`src/ssb_consts.vh`:
```
// constants of the scan, stacking and brightness configuration block
// assumes inclusion by bare name from the top design file, the checker and the testbench
`ifndef SSB_CONSTS_VH
`define SSB_CONSTS_VH

// register byte offsets, one aligned 32-bit word each
`define SSB_OFF_CTRL 8'h00
`define SSB_OFF_GAIN 8'h04
`define SSB_OFF_FINE 8'h08
`define SSB_OFF_MULT 8'h0C
`define SSB_OFF_STAT 8'h10
`define SSB_OFF_RSCL 8'h14
`define SSB_OFF_GSCL 8'h18
`define SSB_OFF_BSCL 8'h1C
`define SSB_OFF_SHFT 8'h20

// control and multiplier word fields
`define SSB_CTRL_STACK 0
`define SSB_CTRL_REV 1
`define SSB_CTRL_POS 2
`define SSB_CTRL_EN 3
`define SSB_CTRL_LINES_LO 4
`define SSB_CTRL_LINES_HI 9
`define SSB_MULT_FACT_HI 3
`define SSB_MULT_HALF 4
`define SSB_MULT_PER_LO 8
`define SSB_MULT_PER_HI 19

// reset values
`define SSB_RST_GAIN 3'h3
`define SSB_RST_FINE 8'h7F
`define SSB_RST_LINES 6'h10
`define SSB_RST_FACT 4'h4
`define SSB_RST_HALF 1'b1
`define SSB_RST_PER 12'h02D

// scan geometry
`define SSB_LINES_DEV 6'h10
`define SSB_LINES_STACK 6'h20

// gain table, current gain times one hundred
`define SSB_GAIN0 15'h0971
`define SSB_GAIN1 15'h0BF1
`define SSB_GAIN2 15'h1355
`define SSB_GAIN3 15'h21D5
`define SSB_GAIN4 15'h289A
`define SSB_GAIN5 15'h32C0
`define SSB_GAIN6 15'h3A00
`define SSB_GAIN7 15'h43AB

// link timing limits, in MHz
`define SSB_SCLK_MAX_MHZ 50
`define SSB_GRAY_MIN_MHZ 40
`define SSB_GRAY_MAX_MHZ 160
`define SSB_PCLK_MHZ 20

`endif

```
`src/ssb_sync.v`:
```
// two-flop synchroniser for levels arriving from outside the pclk domain
// assumes inputs are plain levels; first stage is read by the second only
`default_nettype none

module ssb_sync #(
    parameter WIDTH = 1
) (
    input wire pclk,
    input wire presetn,
    input wire [WIDTH-1:0] async_in,
    output reg [WIDTH-1:0] sync_out
);

reg [WIDTH-1:0] stage1_q;

// metastability settles in stage one before anyone looks
always @(posedge pclk or negedge presetn) begin
    if (!presetn) begin
        stage1_q <= {WIDTH{1'b0}};
        sync_out <= {WIDTH{1'b0}};
    end else begin
        stage1_q <= async_in;
        sync_out <= stage1_q;
    end
end

endmodule
`default_nettype wire

```
`src/ssb_top.v`:
```
// scan order, stacking and current-scaling configuration with apb registers
// assumes an apb master on pclk and a serial link clock slower than pclk / 4
//
// What this block does
// - independent or two-device stacked scanning modes
// - independent mode scans own sixteen lines alone
// - reverse makes second device scan lines descending
// - stacked: first lines 1-16, second 17-32
// - stacked: first holds A,C; second B,D
// - three-bit global gain code scales all channels
// - gain code table, default code three
// - colour current scales by (1+fine)/256 times gain
// - rising-edge serial transfer, daisy-chain pass-through
// - gray clock generated up to 160 MHz
// - gray clock multiplied from serial clock, configurable
`include "ssb_consts.vh"
`default_nettype none

module ssb_top #(
    parameter LINE_COUNT = 16,
    parameter SHIFT_WIDTH = 32
) (
    input wire pclk,
    input wire presetn,
    input wire psel,
    input wire penable,
    input wire pwrite,
    input wire [7:0] paddr,
    input wire [31:0] pwdata,
    output reg [31:0] prdata,
    output wire pready,
    output wire pslverr,
    input wire serial_clock,
    input wire serial_input,
    output reg serial_output,
    output reg [LINE_COUNT-1:0] line_switch,
    output reg gray_tick,
    output reg [14:0] global_current_gain,
    output reg [23:0] red_current_scale,
    output reg [23:0] green_current_scale,
    output reg [23:0] blue_current_scale
);

////////////////////////////////////////////////////////////////////////////////
// configuration registers

reg stack_size_select_q;
reg second_device_scan_reverse_q;
reg second_position_q;
reg scan_enable_q;
reg [5:0] lines_used_q;
reg [2:0] global_gain_code_q;
reg [7:0] red_fine_code_q;
reg [7:0] green_fine_code_q;
reg [7:0] blue_fine_code_q;
reg [3:0] mult_factor_q;
reg half_divider_q;
reg [11:0] line_period_q;

// scan and link state
reg [4:0] scan_pos_q;
reg [11:0] tick_cnt_q;
reg [3:0] gray_pending_q;
reg sclk_prev_q;
reg [SHIFT_WIDTH-1:0] shift_q;

wire [1:0] sync_bits;
wire sclk_s;
wire sin_s;
wire sclk_rise;

////////////////////////////////////////////////////////////////////////////////
// apb decode: zero wait states, unmapped offsets answer with an error

wire setup_phase = psel & ~penable;
wire write_en = psel & penable & pwrite;
reg addr_hit;

always @* begin
    case (paddr)
        `SSB_OFF_CTRL, `SSB_OFF_GAIN, `SSB_OFF_FINE, `SSB_OFF_MULT,
        `SSB_OFF_STAT, `SSB_OFF_RSCL, `SSB_OFF_GSCL, `SSB_OFF_BSCL,
        `SSB_OFF_SHFT: addr_hit = 1'b1;
        default: addr_hit = 1'b0;
    endcase
end

assign pready = 1'b1;
assign pslverr = psel & penable & ~addr_hit;

// software writes land on the access edge only
always @(posedge pclk or negedge presetn) begin
    if (!presetn) begin
        stack_size_select_q <= 1'b0;
        second_device_scan_reverse_q <= 1'b0;
        second_position_q <= 1'b0;
        scan_enable_q <= 1'b0;
        lines_used_q <= `SSB_RST_LINES;
        global_gain_code_q <= `SSB_RST_GAIN;
        red_fine_code_q <= `SSB_RST_FINE;
        green_fine_code_q <= `SSB_RST_FINE;
        blue_fine_code_q <= `SSB_RST_FINE;
        mult_factor_q <= `SSB_RST_FACT;
        half_divider_q <= `SSB_RST_HALF;
        line_period_q <= `SSB_RST_PER;
    end else if (write_en) begin
        case (paddr)
            `SSB_OFF_CTRL: begin
                stack_size_select_q <= pwdata[`SSB_CTRL_STACK];
                second_device_scan_reverse_q <= pwdata[`SSB_CTRL_REV];
                second_position_q <= pwdata[`SSB_CTRL_POS];
                scan_enable_q <= pwdata[`SSB_CTRL_EN];
                lines_used_q <= pwdata[`SSB_CTRL_LINES_HI:`SSB_CTRL_LINES_LO];
            end
            `SSB_OFF_GAIN: global_gain_code_q <= pwdata[2:0];
            `SSB_OFF_FINE: begin
                red_fine_code_q <= pwdata[7:0];
                green_fine_code_q <= pwdata[15:8];
                blue_fine_code_q <= pwdata[23:16];
            end
            `SSB_OFF_MULT: begin
                mult_factor_q <= pwdata[`SSB_MULT_FACT_HI:0];
                half_divider_q <= pwdata[`SSB_MULT_HALF];
                line_period_q <= pwdata[`SSB_MULT_PER_HI:`SSB_MULT_PER_LO];
            end
            default: ;
        endcase
    end
end

////////////////////////////////////////////////////////////////////////////////
// current scaling: gain lookup and per-colour fine scaling

reg [14:0] gain_d;

// gain held as hundredths, so the table stays exact integers
always @* begin
    case (global_gain_code_q)
        3'h0: gain_d = `SSB_GAIN0;
        3'h1: gain_d = `SSB_GAIN1;
        3'h2: gain_d = `SSB_GAIN2;
        3'h3: gain_d = `SSB_GAIN3;
        3'h4: gain_d = `SSB_GAIN4;
        3'h5: gain_d = `SSB_GAIN5;
        3'h6: gain_d = `SSB_GAIN6;
        default: gain_d = `SSB_GAIN7;
    endcase
end

wire [8:0] red_step = {1'b0, red_fine_code_q} + 9'h001;
wire [8:0] green_step = {1'b0, green_fine_code_q} + 9'h001;
wire [8:0] blue_step = {1'b0, blue_fine_code_q} + 9'h001;

// scale = gain*100*(1+fine); current = current_reference_pin*scale/25600
always @(posedge pclk or negedge presetn) begin
    if (!presetn) begin
        global_current_gain <= 15'h0000;
        red_current_scale <= 24'h000000;
        green_current_scale <= 24'h000000;
        blue_current_scale <= 24'h000000;
    end else begin
        global_current_gain <= gain_d;
        red_current_scale <= {9'h000, gain_d} * {15'h0000, red_step};
        green_current_scale <= {9'h000, gain_d} * {15'h0000, green_step};
        blue_current_scale <= {9'h000, gain_d} * {15'h0000, blue_step};
    end
end

////////////////////////////////////////////////////////////////////////////////
// serial link: sampled by pclk, rising edge shifts and passes the chain on

ssb_sync #(
    .WIDTH(2)
) u_sync (
    .pclk(pclk),
    .presetn(presetn),
    .async_in({serial_input, serial_clock}),
    .sync_out(sync_bits)
);

assign sclk_s = sync_bits[0];
assign sin_s = sync_bits[1];
assign sclk_rise = sclk_s & ~sclk_prev_q;

// the bit taken on one rising edge leaves SHIFT_WIDTH edges later, 32 stages of chain
always @(posedge pclk or negedge presetn) begin
    if (!presetn) begin
        sclk_prev_q <= 1'b0;
        shift_q <= {SHIFT_WIDTH{1'b0}};
        serial_output <= 1'b0;
    end else begin
        sclk_prev_q <= sclk_s;
        if (sclk_rise) begin
            shift_q <= {shift_q[SHIFT_WIDTH-2:0], sin_s};
            serial_output <= shift_q[SHIFT_WIDTH-1];
        end
    end
end

////////////////////////////////////////////////////////////////////////////////
// gray clock: each serial edge releases factor ticks, halved by the divider

wire [3:0] fact_eff = (mult_factor_q == 4'h0) ? 4'h1 : mult_factor_q;
wire [3:0] fact_half = (fact_eff[3:1] == 3'h0) ? 4'h1 : {1'b0, fact_eff[3:1]};
wire [3:0] gray_load = half_divider_q ? fact_half : fact_eff;

// ticks model the multiplied clock at pclk granularity; a new serial edge
// restarts the burst, so the rate never outruns the link clock times factor
always @(posedge pclk or negedge presetn) begin
    if (!presetn) begin
        gray_pending_q <= 4'h0;
        gray_tick <= 1'b0;
    end else begin
        gray_tick <= (gray_pending_q != 4'h0);
        if (sclk_rise) begin
            gray_pending_q <= gray_load;
        end else if (gray_pending_q != 4'h0) begin
            gray_pending_q <= gray_pending_q - 4'h1;
        end
    end
end

////////////////////////////////////////////////////////////////////////////////
// scan sequencing

wire [5:0] lines_max = stack_size_select_q ? `SSB_LINES_STACK : `SSB_LINES_DEV;
wire [5:0] lines_clip = (lines_used_q > lines_max) ? lines_max : lines_used_q;
wire [5:0] lines_lim = (lines_clip == 6'h00) ? 6'h01 : lines_clip;
wire [5:0] pos_next = {1'b0, scan_pos_q} + 6'h01;
wire line_step = scan_enable_q & gray_tick & (tick_cnt_q >= line_period_q);

// unused lines are simply never reached: the position wraps at the limit
always @(posedge pclk or negedge presetn) begin
    if (!presetn) begin
        scan_pos_q <= 5'h00;
        tick_cnt_q <= 12'h000;
    end else if (!scan_enable_q) begin
        scan_pos_q <= 5'h00;
        tick_cnt_q <= 12'h000;
    end else if (gray_tick) begin
        if (line_step) begin
            tick_cnt_q <= 12'h000;
            if (pos_next >= lines_lim) begin
                scan_pos_q <= 5'h00;
            end else begin
                scan_pos_q <= pos_next[4:0];
            end
        end else begin
            tick_cnt_q <= tick_cnt_q + 12'h001;
        end
    end
end

reg drive_d;
reg [3:0] local_line_d;

// second device owns positions 16..31, optionally walked downward
always @* begin
    drive_d = 1'b0;
    local_line_d = scan_pos_q[3:0];
    if (!stack_size_select_q) begin
        drive_d = scan_enable_q;
    end else if (!second_position_q) begin
        drive_d = scan_enable_q & ~scan_pos_q[4];
    end else begin
        drive_d = scan_enable_q & scan_pos_q[4];
        if (second_device_scan_reverse_q) begin
            local_line_d = 4'hF - scan_pos_q[3:0];
        end
    end
end

// one-hot switch drive, all off while this device is idle
always @(posedge pclk or negedge presetn) begin
    if (!presetn) begin
        line_switch <= {LINE_COUNT{1'b0}};
    end else begin
        line_switch <= {LINE_COUNT{1'b0}};
        if (drive_d) begin
            line_switch[local_line_d] <= 1'b1;
        end
    end
end

// sections held: bit0 A, bit1 B, bit2 C, bit3 D
wire [3:0] sections = !stack_size_select_q ? 4'h1 :
                      (second_position_q ? 4'hA : 4'h5);

////////////////////////////////////////////////////////////////////////////////
// read data captured in the setup cycle so it is a flop during access

reg [31:0] rd_d;

always @* begin
    case (paddr)
        `SSB_OFF_CTRL: rd_d = {22'h000000, lines_used_q, scan_enable_q,
                               second_position_q, second_device_scan_reverse_q,
                               stack_size_select_q};
        `SSB_OFF_GAIN: rd_d = {29'h00000000, global_gain_code_q};
        `SSB_OFF_FINE: rd_d = {8'h00, blue_fine_code_q, green_fine_code_q,
                               red_fine_code_q};
        `SSB_OFF_MULT: rd_d = {12'h000, line_period_q, 3'h0, half_divider_q,
                               mult_factor_q};
        `SSB_OFF_STAT: rd_d = {1'b0, global_current_gain, 2'h0, sections,
                               drive_d, local_line_d, scan_pos_q};
        `SSB_OFF_RSCL: rd_d = {8'h00, red_current_scale};
        `SSB_OFF_GSCL: rd_d = {8'h00, green_current_scale};
        `SSB_OFF_BSCL: rd_d = {8'h00, blue_current_scale};
        `SSB_OFF_SHFT: rd_d = shift_q[31:0];
        default: rd_d = 32'h00000000;
    endcase
end

always @(posedge pclk or negedge presetn) begin
    if (!presetn) begin
        prdata <= 32'h00000000;
    end else if (setup_phase) begin
        prdata <= pwrite ? 32'h00000000 : rd_d;
    end
end

endmodule
`default_nettype wire

```
`config.mk`:
```
export PLATFORM = sky130hd
export DESIGN_NAME = ssb_top
export DESIGN_NICKNAME = d
export VERILOG_FILES = /design/src/ssb_sync.v /design/src/ssb_top.v
export VERILOG_INCLUDE_DIRS = /design/src
export SDC_FILE = /design/constraint.sdc
export NUM_CORES = 1
export LEC_CHECK = 0
export ABC_AREA = 1
export CORE_MARGIN = 5
export CORE_UTILIZATION = 39
export DETAILED_ROUTE_END_ITERATION = 8
export DONT_BUFFER_PORTS = 1
export RECOVER_POWER = 25
export SYNTH_ARGS = -nofsm -noshare
export SYNTH_HDL_FRONTEND = slang
export SYNTH_SLANG_ARGS = --single-unit
```
`constraint.sdc`:
```
create_clock -name pclk -period 7.16 [get_ports pclk]
set_input_delay 0.716 -clock pclk [delete_from_list [all_inputs] [get_ports pclk]]
set_output_delay 0.716 -clock pclk [all_outputs]
set_load 0.01 [all_outputs]
```
==> metrics.yaml <==
routing:
  firstDrtPassIters: 5
  routed_wl_mm: 77.0
  drt_iter0_drc: 1650
  antenna_left: 0
  wl_per_cell_um: 19.1
  vias: 20200
  via_per_inst: 5.01
  post-route-drc-count: 0
logic_synthesis:
  async_flop_share: 1.00
  yosysTopAreaCellShare: 0.223
  synth_warnings: 0
  synthFlopType: "dfrtp_1"
  synth.cell_area_um2: 24200
  yosysSeqAreaShare: 0.256
  syn_area_per_cell_um2: 7.57
  yosys-top-cells-area: "dfrtp_1 (22%), fa_1 (20%), nand2_1 (12%)"
  synth_area_leader_cell: "dfrtp_1"
  syn_nets: 3676
  synth_cells: 3196
  synth_cell_types: 40
  ys_ff_latch: 246
  synth_edf_count: 0
critical_path:
  r2r_cells: 21
  r2r_end: "green_current_scale[19]$_DFF_PN0_"
  worstReg2RegStart: "global_gain_code_q[0]$_DFFE_PN1P_"
  critPathCaptureType: "register"
  r2r_slack_ps: 1360
  start_kind: "register"
  cp_data_required_time_ps: 7640
  worst-setup-path-type: "register to register"
  cp_max_fo: 16
  arrival_ps: 6270
timing:
  finalCriticalPeriod_ps: 5800
  layout_setup_ws_ps: 1360
  timing.fmax_mhz: 172
  setup_tns_ps: 0
  setup_viol: 0
  slew_violations: 31
  tightest_slew_ps: 2070
  final.period_utilization: 0.810
  maxSlewHeadroom: -0.382
  hold_viol: 0
  rsz0062_at_grt: "no"
  clock_skew_ps: 20.0
place:
  globalplace.congestion: 0.949
  dp_hpwl_mm: 61.2
  post-place-ws_ps: 1620
  placed_cells: 3965
  port_buffers: 0
clock_network:
  clk_pin_slew_ps: 60
  clockBufferDepth: 3
  clk_latency_ps: 600
  cts_inserted_buffers: 31
  h-tree-depth: 1
  cts.root.buffer_cell: "clkbuf_16"
  clock_sinks: 246
  post_cts_buffers: 0
  cts_tree: "done"
power_and_ir_drop:
  ir_drop_mv: 0.155
  p_leak_uw: 0.0139
  power_density_nw_per_um2: 150
  p_total_uw: 3900
die:
  die_h_um: 259
  start_util: 0.393
  ios: 186
  dieArea_um2: 67100
  coreArea_um2: 61600
  num_rows: 91
  die_x_um: 259
layout:
  fin_nets: 3643
  finalNonFillerCells: 4024
  final_common_cell: "nand2_1"
  mostFrequentLayoutCells: "nand2_1 (792), inv_1 (651), nor2_1 (401)"
  area_growth_pct: 7.13
  drive_gt1_frac: 0.0493
global_routing:
  grt_first_pass_wirelength_mm: 118
  grt_pass1_vias: 19600
  grt_max_degree: 217
  globalRoute.totalOverflow: 0
  antenna_found_initial: 3
  grtUsageTotal: 0.227
flow_run:
  max-cap-violations: 1
run_status:
  violations: "max-capacitance violations, max-slew violations"
  status: "finished, violations left"
hold_path:
  hp-class: "input pin to async pin"
-- through the flow --
| step | area (µm²) | hold slack, ps | util |
|---|---|---|---|
| 2_1_floorplan | 24200 | 331 | - |
| 3_3_place_gp | 24900 | 338 | 0.405 |
| 3_5_place_dp | 24900 | 344 | 0.405 |
| 4_1_cts | 25900 | 117 | 0.421 |
| 5_1_grt | 25900 | 119 | 0.421 |
| 6_report | 25900 | 79.7 | 0.421 |
-- metal layers --
metal	vias to the layer above	GRT usage	wire length, µm
li1	9549	-	-
met1	9747	0.304	31600
met2	723	0.363	34900
met3	136	0.0523	7130
met4	2	0.0816	3460
met5	-	0	13
-- layout make-up --
class	instances	area, µm²
Tap cell	837	1050
Antenna cell	1	2.50
Multi-Input combinational cell	2192	15000
Inverter	669	2510
Clock inverter	14	126
Sequential cell	246	6190
Clock buffer	42	837
Timing Repair Buffer	23	178
Fill cell	6326	35700
-- repair_timing --
action | in CTS | in global routing
resized for setup | 0 | 0
endpoints found under the hold margin | 216 | 0
hold buffers | 2 | 0
-- worst max path at each step --
stage                                           start                                end  slack, ps
floorplan             blue_fine_code_q[0]$_DFFE_PN1P_   blue_current_scale[22]$_DFF_PN0_       2470
global placement    global_gain_code_q[1]$_DFFE_PN1P_  green_current_scale[22]$_DFF_PN0_       1610
detailed placement  global_gain_code_q[1]$_DFFE_PN1P_  green_current_scale[22]$_DFF_PN0_       1620
CTS                 global_gain_code_q[1]$_DFFE_PN1P_  green_current_scale[22]$_DFF_PN0_       1590
global route        global_gain_code_q[0]$_DFFE_PN1P_  green_current_scale[19]$_DFF_PN0_       1050
finish              global_gain_code_q[0]$_DFFE_PN1P_  green_current_scale[19]$_DFF_PN0_       1360
-- logic make-up (layout without fill, tap and decap cells) --
family	Yosys count	in the layout	share of synthesized area
xor gates and xnor gates	51	51	0.0185
adders and majority gates	433	433	0.300
DFF	246	246	0.256
buffers and inverters	758	748	0.124
and+or+nand+nor	1474	1474	0.251
AOI/OAI and AO/OA	232	232	0.0505
other	2	3	0.000310
-- state kept, by name (all words and copies together), names as in the netlist, 12 cells and up --
register,cells
prdata,32
shift_q,32
blue_current_scale,24
green_current_scale,24
red_current_scale,24
line_switch,16
global_current_gain,12
line_period_q,12
tick_cnt_q,12
-- worst max-delay path: stages, from the launching register on --
cell and delay [ps]:
dfstp_2 580, nand2_2 100, nor2_4 100, clkbuf_1 920
nor2_2 110, inv_2 300, nand2_1 130, fa_1 550
inv_1 60, fa_1 500, fa_1 540, inv_1 50
fa_1 480, inv_1 40, ha_1 340, nand2_1 110
nor2_1 220, nand2_1 80, nand2_1 150, nand4_1 150
nand3_1 110, nand2_1 60
-- cell usage after synthesis (26+ instances only) --
master / number
inv_1: 651
ha_1: 188
fa_1: 245
buf_2: 43
a21oi_1: 64
dfrtp_1: 216
o21ai_0: 116
dfstp_2: 30
xor2_1: 37
clkbuf_1: 26
nand3_1: 203
nor2_1: 403
nand2_1: 792
o21ai_1: 33
-- power breakdown --
group | internal [µW] | switching, µW | total [µW]
clock | 857 | 664 | 1520
sequential | 1490 | 145 | 1630
combinational | 249 | 495 | 743
Note: power is estimated with default switching activity, not from simulation.
